## src/logic/psm_pkg.sv

```systemverilog
// shared constants and types for the power saving mode control block
package psm_pkg;

  // power control register field positions
  localparam int PSM_DOZE_ARM_POS = 0;
  localparam int PSM_SLEEP_ARM_POS = 1;
  localparam int PSM_GF0_POS = 2;
  localparam int PSM_GF1_POS = 3;
  localparam int PSM_DOZE_START_POS = 5;
  localparam int PSM_SLEEP_START_POS = 6;
  localparam int PSM_BAUD_DBL_POS = 7;
  localparam logic [7:0] PSM_CTL_RESET = 8'h00;

  // host register offsets
  localparam logic [3:0] PSM_OFS_RAW = 4'h0;
  localparam logic [3:0] PSM_OFS_CMD = 4'h1;
  localparam logic [3:0] PSM_OFS_STATUS = 4'h2;
  localparam logic [3:0] PSM_OFS_LAST = 4'h3;

  // host command and status bit positions
  localparam int PSM_CMD_DOZE_POS = 0;
  localparam int PSM_CMD_SLEEP_POS = 1;
  localparam int PSM_ST_BUSY_POS = 0;
  localparam int PSM_ST_DOZE_POS = 1;
  localparam int PSM_ST_SLEEP_POS = 2;

  typedef enum logic [2:0] {
    PSM_RUN = 3'b001,
    PSM_DOZE = 3'b010,
    PSM_SLEEP = 3'b100
  } psm_mode_t;

  typedef enum logic [3:0] {
    PSM_H_IDLE = 4'b0001,
    PSM_H_READ = 4'b0010,
    PSM_H_ARM = 4'b0100,
    PSM_H_START = 4'b1000
  } psm_hstate_t;

endpackage

```

## src/logic/psm_link_if.sv

```systemverilog
// link between the cpu side and the power control register
`timescale 1ns/1ps
interface psm_link_if;
  logic ctl_wr;
  logic ctl_rd;
  logic [7:0] ctl_wdata;
  logic [7:0] ctl_rdata;
  logic in_doze;
  logic in_sleep;

  modport dev (
    input ctl_wr,
    input ctl_rd,
    input ctl_wdata,
    output ctl_rdata,
    output in_doze,
    output in_sleep
  );

  modport host (
    output ctl_wr,
    output ctl_rd,
    output ctl_wdata,
    input ctl_rdata,
    input in_doze,
    input in_sleep
  );
endinterface

```

## src/logic/psm_dev.sv

```systemverilog
// power control register and doze / sleep sequencer
//
// The register addresses and strobed register access were decided locally.
`timescale 1ns/1ps

module psm_dev
  import psm_pkg::*;
#(
  parameter int PORT_W = 8,
  parameter int ALT_W = 8
) (
  input wire logic MCLK,
  input wire logic RESET_N,
  psm_link_if.dev link,
  input wire logic IRQ_PENDING,
  input wire logic ALE_IN,
  input wire logic FETCH_STROBE_IN,
  input wire logic [ALT_W-1:0] ALT_IN,
  input wire logic [PORT_W-1:0] PORT_PIN,
  output logic [PORT_W-1:0] PORT_SEEN,
  output logic [ALT_W-1:0] ALT_OUT,
  output logic ALE,
  output logic PROGRAM_FETCH_STROBE,
  output logic CPU_CLK_EN,
  output logic PERIPH_CLK_EN,
  output logic WDT_RUN,
  output logic OSC_RUN,
  output logic BAUD_DOUBLE,
  output logic [1:0] GEN_FLAGS
);

  typedef struct packed {
    psm_mode_t mode;
    logic doze_armed;
    logic sleep_armed;
    logic baud_dbl;
    logic [1:0] gen_flags;
    logic [7:0] rdata;
    logic [PORT_W-1:0] pin_meta;
    logic [PORT_W-1:0] pin_sync;
    logic [PORT_W-1:0] port_seen;
    logic [ALT_W-1:0] alt_out;
    logic ale;
    logic fetch_strobe;
    logic cpu_clk_en;
    logic periph_clk_en;
    logic wdt_run;
    logic osc_run;
  } psm_dev_state_t;

  localparam psm_dev_state_t RESET_STATE = '{
    mode: PSM_RUN,
    doze_armed: 1'b0,
    sleep_armed: 1'b0,
    baud_dbl: PSM_CTL_RESET[PSM_BAUD_DBL_POS],
    gen_flags: PSM_CTL_RESET[PSM_GF1_POS:PSM_GF0_POS],
    rdata: 8'h00,
    pin_meta: '0,
    pin_sync: '0,
    port_seen: '0,
    alt_out: '0,
    ale: 1'b1,
    fetch_strobe: 1'b1,
    cpu_clk_en: 1'b1,
    periph_clk_en: 1'b1,
    wdt_run: 1'b1,
    osc_run: 1'b1
  };

  psm_dev_state_t s;
  psm_dev_state_t next_s;

  logic wr_doze_arm;
  logic wr_doze_start;
  logic wr_sleep_arm;
  logic wr_sleep_start;
  logic go_doze;
  logic go_sleep;
  logic [7:0] ctl_view;

  ////////////////////////////////////////////////////////////////////////////////
  // write decode

  assign wr_doze_arm = link.ctl_wdata[PSM_DOZE_ARM_POS];
  assign wr_doze_start = link.ctl_wdata[PSM_DOZE_START_POS];
  assign wr_sleep_arm = link.ctl_wdata[PSM_SLEEP_ARM_POS];
  assign wr_sleep_start = link.ctl_wdata[PSM_SLEEP_START_POS];

  assign go_doze = link.ctl_wr && s.doze_armed && wr_doze_start && !wr_doze_arm;
  assign go_sleep = link.ctl_wr && s.sleep_armed && wr_sleep_start && !wr_sleep_arm;

  always_comb begin
    ctl_view = 8'h00;
    ctl_view[PSM_BAUD_DBL_POS] = s.baud_dbl;
    ctl_view[PSM_GF1_POS] = s.gen_flags[1];
    ctl_view[PSM_GF0_POS] = s.gen_flags[0];
  end

  ////////////////////////////////////////////////////////////////////////////////
  // next state

  always_comb begin
    next_s = s;
    next_s.rdata = link.ctl_rd ? ctl_view : 8'h00;
    case (s.mode)
      PSM_RUN: begin
        if (link.ctl_wr) begin
          next_s.baud_dbl = link.ctl_wdata[PSM_BAUD_DBL_POS];
          next_s.gen_flags = link.ctl_wdata[PSM_GF1_POS:PSM_GF0_POS];
          next_s.doze_armed = wr_doze_arm && !wr_doze_start;
          next_s.sleep_armed = wr_sleep_arm && !wr_sleep_start;
          if (go_sleep) begin
            next_s.mode = PSM_SLEEP;
          end else if (go_doze) begin
            next_s.mode = PSM_DOZE;
          end
        end
      end
      PSM_DOZE: begin
        if (IRQ_PENDING) begin
          next_s.mode = PSM_RUN;
        end
      end
      PSM_SLEEP: begin
        next_s.mode = PSM_SLEEP;
      end
      default: begin
        next_s.mode = PSM_RUN;
      end
    endcase

    // pin inputs kept alive outside sleep
    if (s.mode != PSM_SLEEP) begin
      next_s.pin_meta = PORT_PIN;
      next_s.pin_sync = s.pin_meta;
      next_s.port_seen = s.pin_sync;
    end

    // alternate outputs frozen at sleep entry
    if (next_s.mode != PSM_SLEEP) begin
      next_s.alt_out = ALT_IN;
    end

    // clock gated right after start write
    next_s.cpu_clk_en = (next_s.mode == PSM_RUN);
    // watchdog halted in doze and sleep
    next_s.wdt_run = (next_s.mode == PSM_RUN);
    // oscillator and peripherals stop in sleep
    next_s.osc_run = (next_s.mode != PSM_SLEEP);
    next_s.periph_clk_en = (next_s.mode != PSM_SLEEP);

    case (next_s.mode)
      PSM_DOZE: begin
        next_s.ale = 1'b1;
        next_s.fetch_strobe = 1'b1;
      end
      PSM_SLEEP: begin
        next_s.ale = 1'b0;
        next_s.fetch_strobe = 1'b0;
      end
      default: begin
        next_s.ale = ALE_IN;
        next_s.fetch_strobe = FETCH_STROBE_IN;
      end
    endcase
  end

  ////////////////////////////////////////////////////////////////////////////////
  // state register

  // reset ends doze or sleep, oscillator on
  always_ff @(posedge MCLK or negedge RESET_N) begin
    if (!RESET_N) begin
      s <= RESET_STATE;
    end else begin
      s <= next_s;
    end
  end

  ////////////////////////////////////////////////////////////////////////////////
  // outputs

  assign link.ctl_rdata = s.rdata;
  assign link.in_doze = (s.mode == PSM_DOZE);
  assign link.in_sleep = (s.mode == PSM_SLEEP);
  assign PORT_SEEN = s.port_seen;
  assign ALT_OUT = s.alt_out;
  assign ALE = s.ale;
  assign PROGRAM_FETCH_STROBE = s.fetch_strobe;
  assign CPU_CLK_EN = s.cpu_clk_en;
  assign PERIPH_CLK_EN = s.periph_clk_en;
  assign WDT_RUN = s.wdt_run;
  assign OSC_RUN = s.osc_run;
  assign BAUD_DOUBLE = s.baud_dbl;
  assign GEN_FLAGS = s.gen_flags;

endmodule // psm_dev

```

## src/flat_wrapper.sv

```systemverilog
// flat-port wrapper written by rule: the top's interface ports become plain ports
module psm_dev_flat import psm_pkg::*;
#(
  parameter int PORT_W = 8,
  parameter int ALT_W = 8
)
  (MCLK, RESET_N, IRQ_PENDING, ALE_IN, FETCH_STROBE_IN, ALT_IN, PORT_PIN, PORT_SEEN, ALT_OUT, ALE, PROGRAM_FETCH_STROBE, CPU_CLK_EN, PERIPH_CLK_EN, WDT_RUN, OSC_RUN, BAUD_DOUBLE, GEN_FLAGS, link_ctl_wr, link_ctl_rd, link_ctl_wdata, link_ctl_rdata, link_in_doze, link_in_sleep);
  psm_link_if link_i ();
  input wire logic MCLK;
  input wire logic RESET_N;
  input wire logic IRQ_PENDING;
  input wire logic ALE_IN;
  input wire logic FETCH_STROBE_IN;
  input wire logic [ALT_W-1:0] ALT_IN;
  input wire logic [PORT_W-1:0] PORT_PIN;
  output logic [PORT_W-1:0] PORT_SEEN;
  output logic [ALT_W-1:0] ALT_OUT;
  output logic ALE;
  output logic PROGRAM_FETCH_STROBE;
  output logic CPU_CLK_EN;
  output logic PERIPH_CLK_EN;
  output logic WDT_RUN;
  output logic OSC_RUN;
  output logic BAUD_DOUBLE;
  output logic [1:0] GEN_FLAGS;
  input wire logic [$bits(link_i.ctl_wr)-1:0] link_ctl_wr;
  input wire logic [$bits(link_i.ctl_rd)-1:0] link_ctl_rd;
  input wire logic [$bits(link_i.ctl_wdata)-1:0] link_ctl_wdata;
  output wire logic [$bits(link_i.ctl_rdata)-1:0] link_ctl_rdata;
  output wire logic [$bits(link_i.in_doze)-1:0] link_in_doze;
  output wire logic [$bits(link_i.in_sleep)-1:0] link_in_sleep;
  assign link_i.ctl_wr = link_ctl_wr;
  assign link_i.ctl_rd = link_ctl_rd;
  assign link_i.ctl_wdata = link_ctl_wdata;
  assign link_ctl_rdata = link_i.ctl_rdata;
  assign link_in_doze = link_i.in_doze;
  assign link_in_sleep = link_i.in_sleep;
  psm_dev #(.PORT_W(PORT_W), .ALT_W(ALT_W)) u_core (.MCLK(MCLK), .RESET_N(RESET_N), .link(link_i), .IRQ_PENDING(IRQ_PENDING), .ALE_IN(ALE_IN), .FETCH_STROBE_IN(FETCH_STROBE_IN), .ALT_IN(ALT_IN), .PORT_PIN(PORT_PIN), .PORT_SEEN(PORT_SEEN), .ALT_OUT(ALT_OUT), .ALE(ALE), .PROGRAM_FETCH_STROBE(PROGRAM_FETCH_STROBE), .CPU_CLK_EN(CPU_CLK_EN), .PERIPH_CLK_EN(PERIPH_CLK_EN), .WDT_RUN(WDT_RUN), .OSC_RUN(OSC_RUN), .BAUD_DOUBLE(BAUD_DOUBLE), .GEN_FLAGS(GEN_FLAGS));
endmodule
```

## config.mk

```make
export PLATFORM = sky130hd
export DESIGN_NAME = psm_dev_flat
export DESIGN_NICKNAME = d
export VERILOG_FILES = /design/src/logic/psm_pkg.sv /design/src/logic/psm_link_if.sv /design/src/logic/psm_dev.sv /design/src/flat_wrapper.sv
export SDC_FILE = /design/constraint.sdc
export NUM_CORES = 1
export LEC_CHECK = 0
export ABC_AREA = 1
export BUFFER_PORTS_ARGS = -buffer_cell sky130_fd_sc_hd__buf_2
export CAP_MARGIN = 20
export CORE_AREA = 2 2 50 98
export DETAILED_ROUTE_END_ITERATION = 10
export DIE_AREA = 0 0 52 100
export MAX_ROUTING_LAYER = met4
export PLACE_DENSITY = 0.71
export SLEW_MARGIN = 10
export SYNTH_ARGS = -nofsm -noshare
export SYNTH_HDL_FRONTEND = slang
export SYNTH_SLANG_ARGS = --single-unit
export TNS_END_PERCENT = 20
```

## constraint.sdc

```tcl
create_clock -name MCLK -period 1.6 [get_ports MCLK]
set_input_delay 0.24 -clock MCLK [delete_from_list [all_inputs] [get_ports MCLK]]
set_output_delay 0.24 -clock MCLK [all_outputs]
set_load 0.02 [all_outputs]
```

==> results of run 1 <==
-- cell usage after synthesis, drive strengths merged --
cell / n / area [µm²]
nand2: 83 / 347
o21ai: 16 / 106
conb: 1 / 3.75
nor2: 6 / 35.0
nand4: 1 / 6.26
dfrtp: 42 / 1050
dfstp: 5 / 131
inv: 20 / 77.6
nand3: 20 / 100
buf: 34 / 270
or2: 1 / 6.26
-- worst paths after layout --
| kind | slack (ns) | endpoint | cells after the start | startpoint |
|---|---|---|---|---|
| min reg2reg | 0.47 | u_core.ALT_OUT[2] | 2 | u_core.ALT_OUT[2] |
| max reg2reg | 0.16 | u_core.ALT_OUT[3] | 6 | u_core.s[51] |
| min in group asynchronous | 0.40 | u_core.s[36] | 2 | RESET_N |
| max in group asynchronous | 0.60 | u_core.CPU_CLK_EN | 3 | RESET_N |
| max | 0.11 | link_in_sleep | 4 | u_core.s[51] |
| min | 0.14 | u_core.GEN_FLAGS[1] | 3 | link_ctl_wdata[3] |
-- repair_timing --
action / in CTS / in global routing
hold buffers: 1 / 0
endpoints found under the setup margin: 1 / 0
gates resized for setup: 1 / 0
setup buffers: 1 / 0
hold endpoints to repair: 14 / 0
-- layer usage --
layer | routed length [µm] | global-route usage, %
met5 | 0 | -
met4 | 60 | 6.07
met3 | 229 | 3.13
met2 | 1680 | 24.5
met1 | 1460 | 20.2
-- flip-flops by register name, indices dropped and copies added, names as in the netlist --
name / count
u_core.s: 21
u_core.ALE: 1
u_core.PORT_SEEN: 8
u_core.CPU_CLK_EN: 1
u_core.BAUD_DOUBLE: 1
u_core.GEN_FLAGS: 2
u_core.ALT_OUT: 8
u_core.PERIPH_CLK_EN: 1
u_core.link.ctl_rdata: 3
u_core.PROGRAM_FETCH_STROBE: 1
-- kinds of logic (layout without fill, tap and decap cells) --
kind of cell,after synthesis,after routing,share of synthesized area (%)
buffers and inverters,54,93,16.3
and+or+nand+nor,111,111,23.2
AOI/OAI and AO/OA,16,16,4.98
other,1,5,0.176
DFF,47,47,55.4
-- layout make-up --
type                            count  area share [%]
Sequential cell                    47            49.3
Clock buffer                        7            4.02
Inverter                           20            3.34
Tap cell                           55            2.87
Multi-Input combinational cell    132            25.8
Clock inverter                      1           0.313
Timing Repair Buffer               65            14.3
-- worst register-to-register path, cell delays in order, from the launching register on --
cell     delay, ns
dfstp_2       0.57
nor2_2        0.06
nand2_4       0.08
buf_4         0.19
buf_4         0.29
nand3_1       0.12
nand2_1       0.07
-- per-stage QoR --
step                cells  cell area [µm²]
finish                327             2400
global route          327             2400
CTS                   327             2400
detailed placement    317             2270
global placement      317             2270
floorplan             233             2150
-- power by group --
group,leakage [nW],internal (mW),switching [mW]
Sequential,0.556,1.38,0.0977
Combinational,0.721,0.239,0.438
Clock,0.0505,0.393,0.369
==> metrics.csv, run 1 <==
metric,value,unit
die area,0.00520,mm²
routability cong.,0.685,
via count,1492,
fin worst setup slack,0.106,ns
register area share after synthesis,55.4,%
H-Tree Depth,2,
Routed WL,3.43,mm
drt pass-1 iters,4,
Yosys Warn Count,0,
startpoint types,flip-flop,
Final Max Slew Viols,0,
initial core utilization,47.3,%
clk slew on worst S/H paths,0.08,ns
min cycle time layout,1.49,ns
CTS Buffer Depth,2,
CP peak stage delay,0.40,ns
"most common cell after layout, fill and taps aside",nand2_1,
Die H,100,µm
Max Fclk,0.669,GHz
crit-path max FO,19,
worst hold slack,0.137,ns
pre-CTS WS,0.265,ns
Final Skew,0.00844,ns
Cells after Synth,229,
IO Port Bufs,59,
leakage power,1.33,nW
min-delay worst type,input pin to flip-flop,
most frequent cells in the layout,"nand2_1, buf_2, dfrtp_1",
routed length per placed instance,10.5,µm
Sequential cell area,0.00118,mm²
RSZ-0062 raised after global routing,no,
Setup crit end kind,output pin,
Top delay family on crit path,flip-flops,
final-layout fill cell count,430,
Max Cap Viol,0,
Sink Count,47,
endpoints failing setup,0,
outcome,"finished, final reports clean",
PwrDens,1220,mW/mm²
largest net degree at the start of global routing,27,
area grow syn2layout,12.3,%
site row count,35,
CP Buf/Inv Count,2,
Skew-Pair Late Insertion Delay,0.29,ns
Tot Pwr,2.92,mW
area of the multi-input gates,619,µm²
post-route core utilization,53.1,%
"FF+latch count, synth",47,
"Hold Vio Cnt, Final",0,
cell area after synthesis,0.00213,mm²
syn avg cell area,9.32,µm²
Final Cycle Share,93.4,%
post-layout net count,302,
CP cell instances,nor2_2 -> nand2_4 -> inv_6 -> buf_2,
worst ir drop on vdd,0.798,mV
Crit-path slowest cell,dfstp_2,
total CTS buffers,5,
1st-iter DRT viols,23,
CORE AREA,0.00451,mm²
Total GRT Usage,15.8,%
width of the die,52,µm
Worst EP required,1.36,ns
Synth cell types,21,
CTS tree,built,
# DRC,0,
CTS root buf,clkbuf_8,
first-pass GRT wire length,6.12,mm
vias in the first global route,1370,
initial antenna violation count,0,
I/O pins,66,
Critical Path AT,1.25,ns
type of the worst setup path,flip-flop to output pin,
Antenna Cells,0,
Detail Placement HPWL,2.53,mm
ratio of cells with drive above 1 in the final layout,35.7,%
GR Overflow Total,0,
setup TNS,0,ns
detail-routed via count per cell,4.56,
Detail Route Antenna Nets,0,
Note: power is estimated with default switching activity, not from simulation.
==> inputs of run 2 (changes only) <==
CORE_AREA = 2 2 79 62   (was 2 2 50 98)
DIE_AREA = 0 0 81 64   (was 0 0 52 100)
PLACE_DENSITY = 0.72   (was 0.71)
==> run 2 against run 1 <==
Combinational power increased by 1%. Via count decreased by 0.74%. Worst setup slack got worse by 0.021 ns. Clock-buffer cell count unchanged. Core utilization increased by 1.7 points. Die area decreased by 0.31%. Total power decreased by 0.78%. Fmax decreased by 1.4%. Largest power group unchanged.
==> metrics.csv, run 2 (synthesis results as in run 1) <==
metric,value,unit,change
outcome,"finished, final reports clean",,unchanged
Max Cap Viol,0,,unchanged
1st-iter DRT viols,49,,was 23
min-delay worst type,input pin to flip-flop,,unchanged
Critical Path AT,1.28,ns,was 1.25 ns
largest reg by FF count,u_core.s,,unchanged
Crit. Startpoint,u_core.s[51],,unchanged
first-pass GRT wire length,5.84,mm,was 6.12 mm
width of the die,81,µm,was 52 µm
drt pass-1 iters,4,,unchanged
routability cong.,0.695,,was 0.685
detail-routed via count per cell,4.53,,was 4.56
CP cell instances,nor2_2 -> nand2_4 -> inv_8 -> buf_2,,was nor2_2 -> nand2_4 -> inv_6 -> buf_2
worst ir drop on vdd,0.541,mV,was 0.798 mV
"most common cell after layout, fill and taps aside",nand2_1,,unchanged
endpoints failing setup,0,,unchanged
Sink Count,47,,unchanged
initial antenna violation count,0,,unchanged
clk slew on worst S/H paths,0.09,ns,was 0.08 ns
I/O pins,66,,unchanged
number of flip-flops in the largest register,21,,unchanged
CTS root buf,clkbuf_8,,unchanged
RSZ-0062 raised after global routing,no,,unchanged
vias in the first global route,1291,,"was 1,370"
Top delay family on crit path,flip-flops,,unchanged
fin worst setup slack,0.0842,ns,was 0.106 ns
area grow syn2layout,12.0,%,was 12.3%
via count,1481,,"was 1,492"
Final Skew,0.00846,ns,was 0.00844 ns
site row count,21,,was 35
setup TNS,0,ns,unchanged
leakage power,1.32,nW,was 1.33 nW
CTS tree,built,,unchanged
Total GRT Usage,15.4,%,was 15.8%
Max Fclk,0.660,GHz,was 0.669 GHz
initial core utilization,48.9,%,was 47.3%
GR Overflow Total,0,,unchanged
pre-CTS WS,0.213,ns,was 0.265 ns
IO Port Bufs,59,,unchanged
min cycle time layout,1.52,ns,was 1.49 ns
ratio of cells with drive above 1 in the final layout,34.8,%,was 35.7%
Detail Route Antenna Nets,0,,unchanged
Setup crit end kind,output pin,,unchanged
PwrDens,1210,mW/mm²,was 1220 mW/mm²
startpoint types,flip-flop,,unchanged
CP Buf/Inv Count,2,,unchanged
CORE AREA,0.00436,mm²,was 0.00451 mm²
R2R Path Start,u_core.s[51],,unchanged
"Hold Vio Cnt, Final",0,,unchanged
post-layout net count,300,,was 302
Worst EP required,1.36,ns,about the same
most frequent cells in the layout,"nand2_1, buf_2, dfrtp_1",,unchanged
type of the worst setup path,flip-flop to output pin,,unchanged
largest net degree at the start of global routing,31,,was 27
Final Cycle Share,94.7,%,was 93.4%
CP peak stage delay,0.40,ns,about the same
Antenna Cells,0,,unchanged
routed length per placed instance,10.9,µm,was 10.5 µm
CTS Buffer Depth,2,,unchanged
Crit-path slowest cell,dfstp_2,,unchanged
crit-path max FO,25,,was 19
# DRC,0,,unchanged
Die H,64,µm,was 100 µm
H-Tree Depth,2,,unchanged
Skew-Pair Late Insertion Delay,0.29,ns,about the same
total CTS buffers,5,,unchanged
Detail Placement HPWL,2.57,mm,was 2.53 mm
Final Max Slew Viols,0,,unchanged
die area,0.00518,mm²,was 0.00520 mm²
hold path start,PORT_PIN[7],,was link_ctl_wdata[3]
Routed WL,3.56,mm,was 3.43 mm
-- run 2: cell types whose count changed in the layout (fill, tap and decap cells not counted) --
| cell | previous run | this run |
|---|---|---|
| inv_6 | 1 | 0 |
| inv_8 | 0 | 1 |
| clkbuf_8 | 7 | 6 |
| clkinv_4 | 0 | 1 |
| buf_4 | 5 | 2 |
| buf_12 | 0 | 1 |
| clkinvlp_4 | 1 | 0 |
| clkbuf_1 | 0 | 1 |
-- run 2: final timing paths --
check,to,slack (ns),depth (start not counted)
max,link_in_sleep,0.08,4
max reg2reg,u_core.ALT_OUT[5],0.16,6
max in group asynchronous,u_core.PORT_SEEN[3],0.68,3
min reg2reg,u_core.s[30],0.47,2
min,u_core.s[37],0.14,3
min in group asynchronous,u_core.s[49],0.41,2
-- run 2: power breakdown --
group / internal, mW / leakage, nW / switching (mW) / total, mW
Clock: 0.354 / 0.0484 / 0.376 / 0.731
Combinational: 0.240 / 0.717 / 0.446 / 0.686
Sequential: 1.38 / 0.556 / 0.0975 / 1.48
-- run 2: final cells by class --
class	count	area [µm²]
clock buffers	7	86.3
flip-flops and latches	47	1180
well taps	57	71.3
fillers	423	1970
multi-input cells	132	619
clock inverters	1	8.76
inverters	20	82.6
repair buffers	63	340
-- run 2: what timing repair did --
action / 4_1_cts / 5_1_grt
hold endpoints to repair: 12 / 0
endpoints found under the setup margin: 1 / 0
resized for setup: 2 / 0
hold buffers: 1 / 0
setup buffers: 1 / 0
-- run 2: worst min-delay path, cell delays in order --
cell     delay [ns]
buf_2          0.07
nand2_1        0.04
nand2_1        0.05
-- run 2: layer usage --
metal	track usage, %	share of wire (%)	up-vias
met3	6.07	7.2	3
met5	-	0	-
met4	3.81	0.70	0
li1	-	-	750
met1	20.2	46	679
met2	22.4	46	49
-- run 2: through the flow --
step	instances	hold slack [ns]	instance area, µm²	total power, mW	utilization [%]
after floorplan	233	-0.0556	2150	2.09	-
after global placement	317	0.208	2270	2.17	52.1
after detailed placement	317	0.207	2270	2.19	52.1
after CTS	327	0.122	2390	2.95	54.8
after global routing	327	0.125	2390	3.10	54.8
final	327	0.137	2390	2.89	54.8
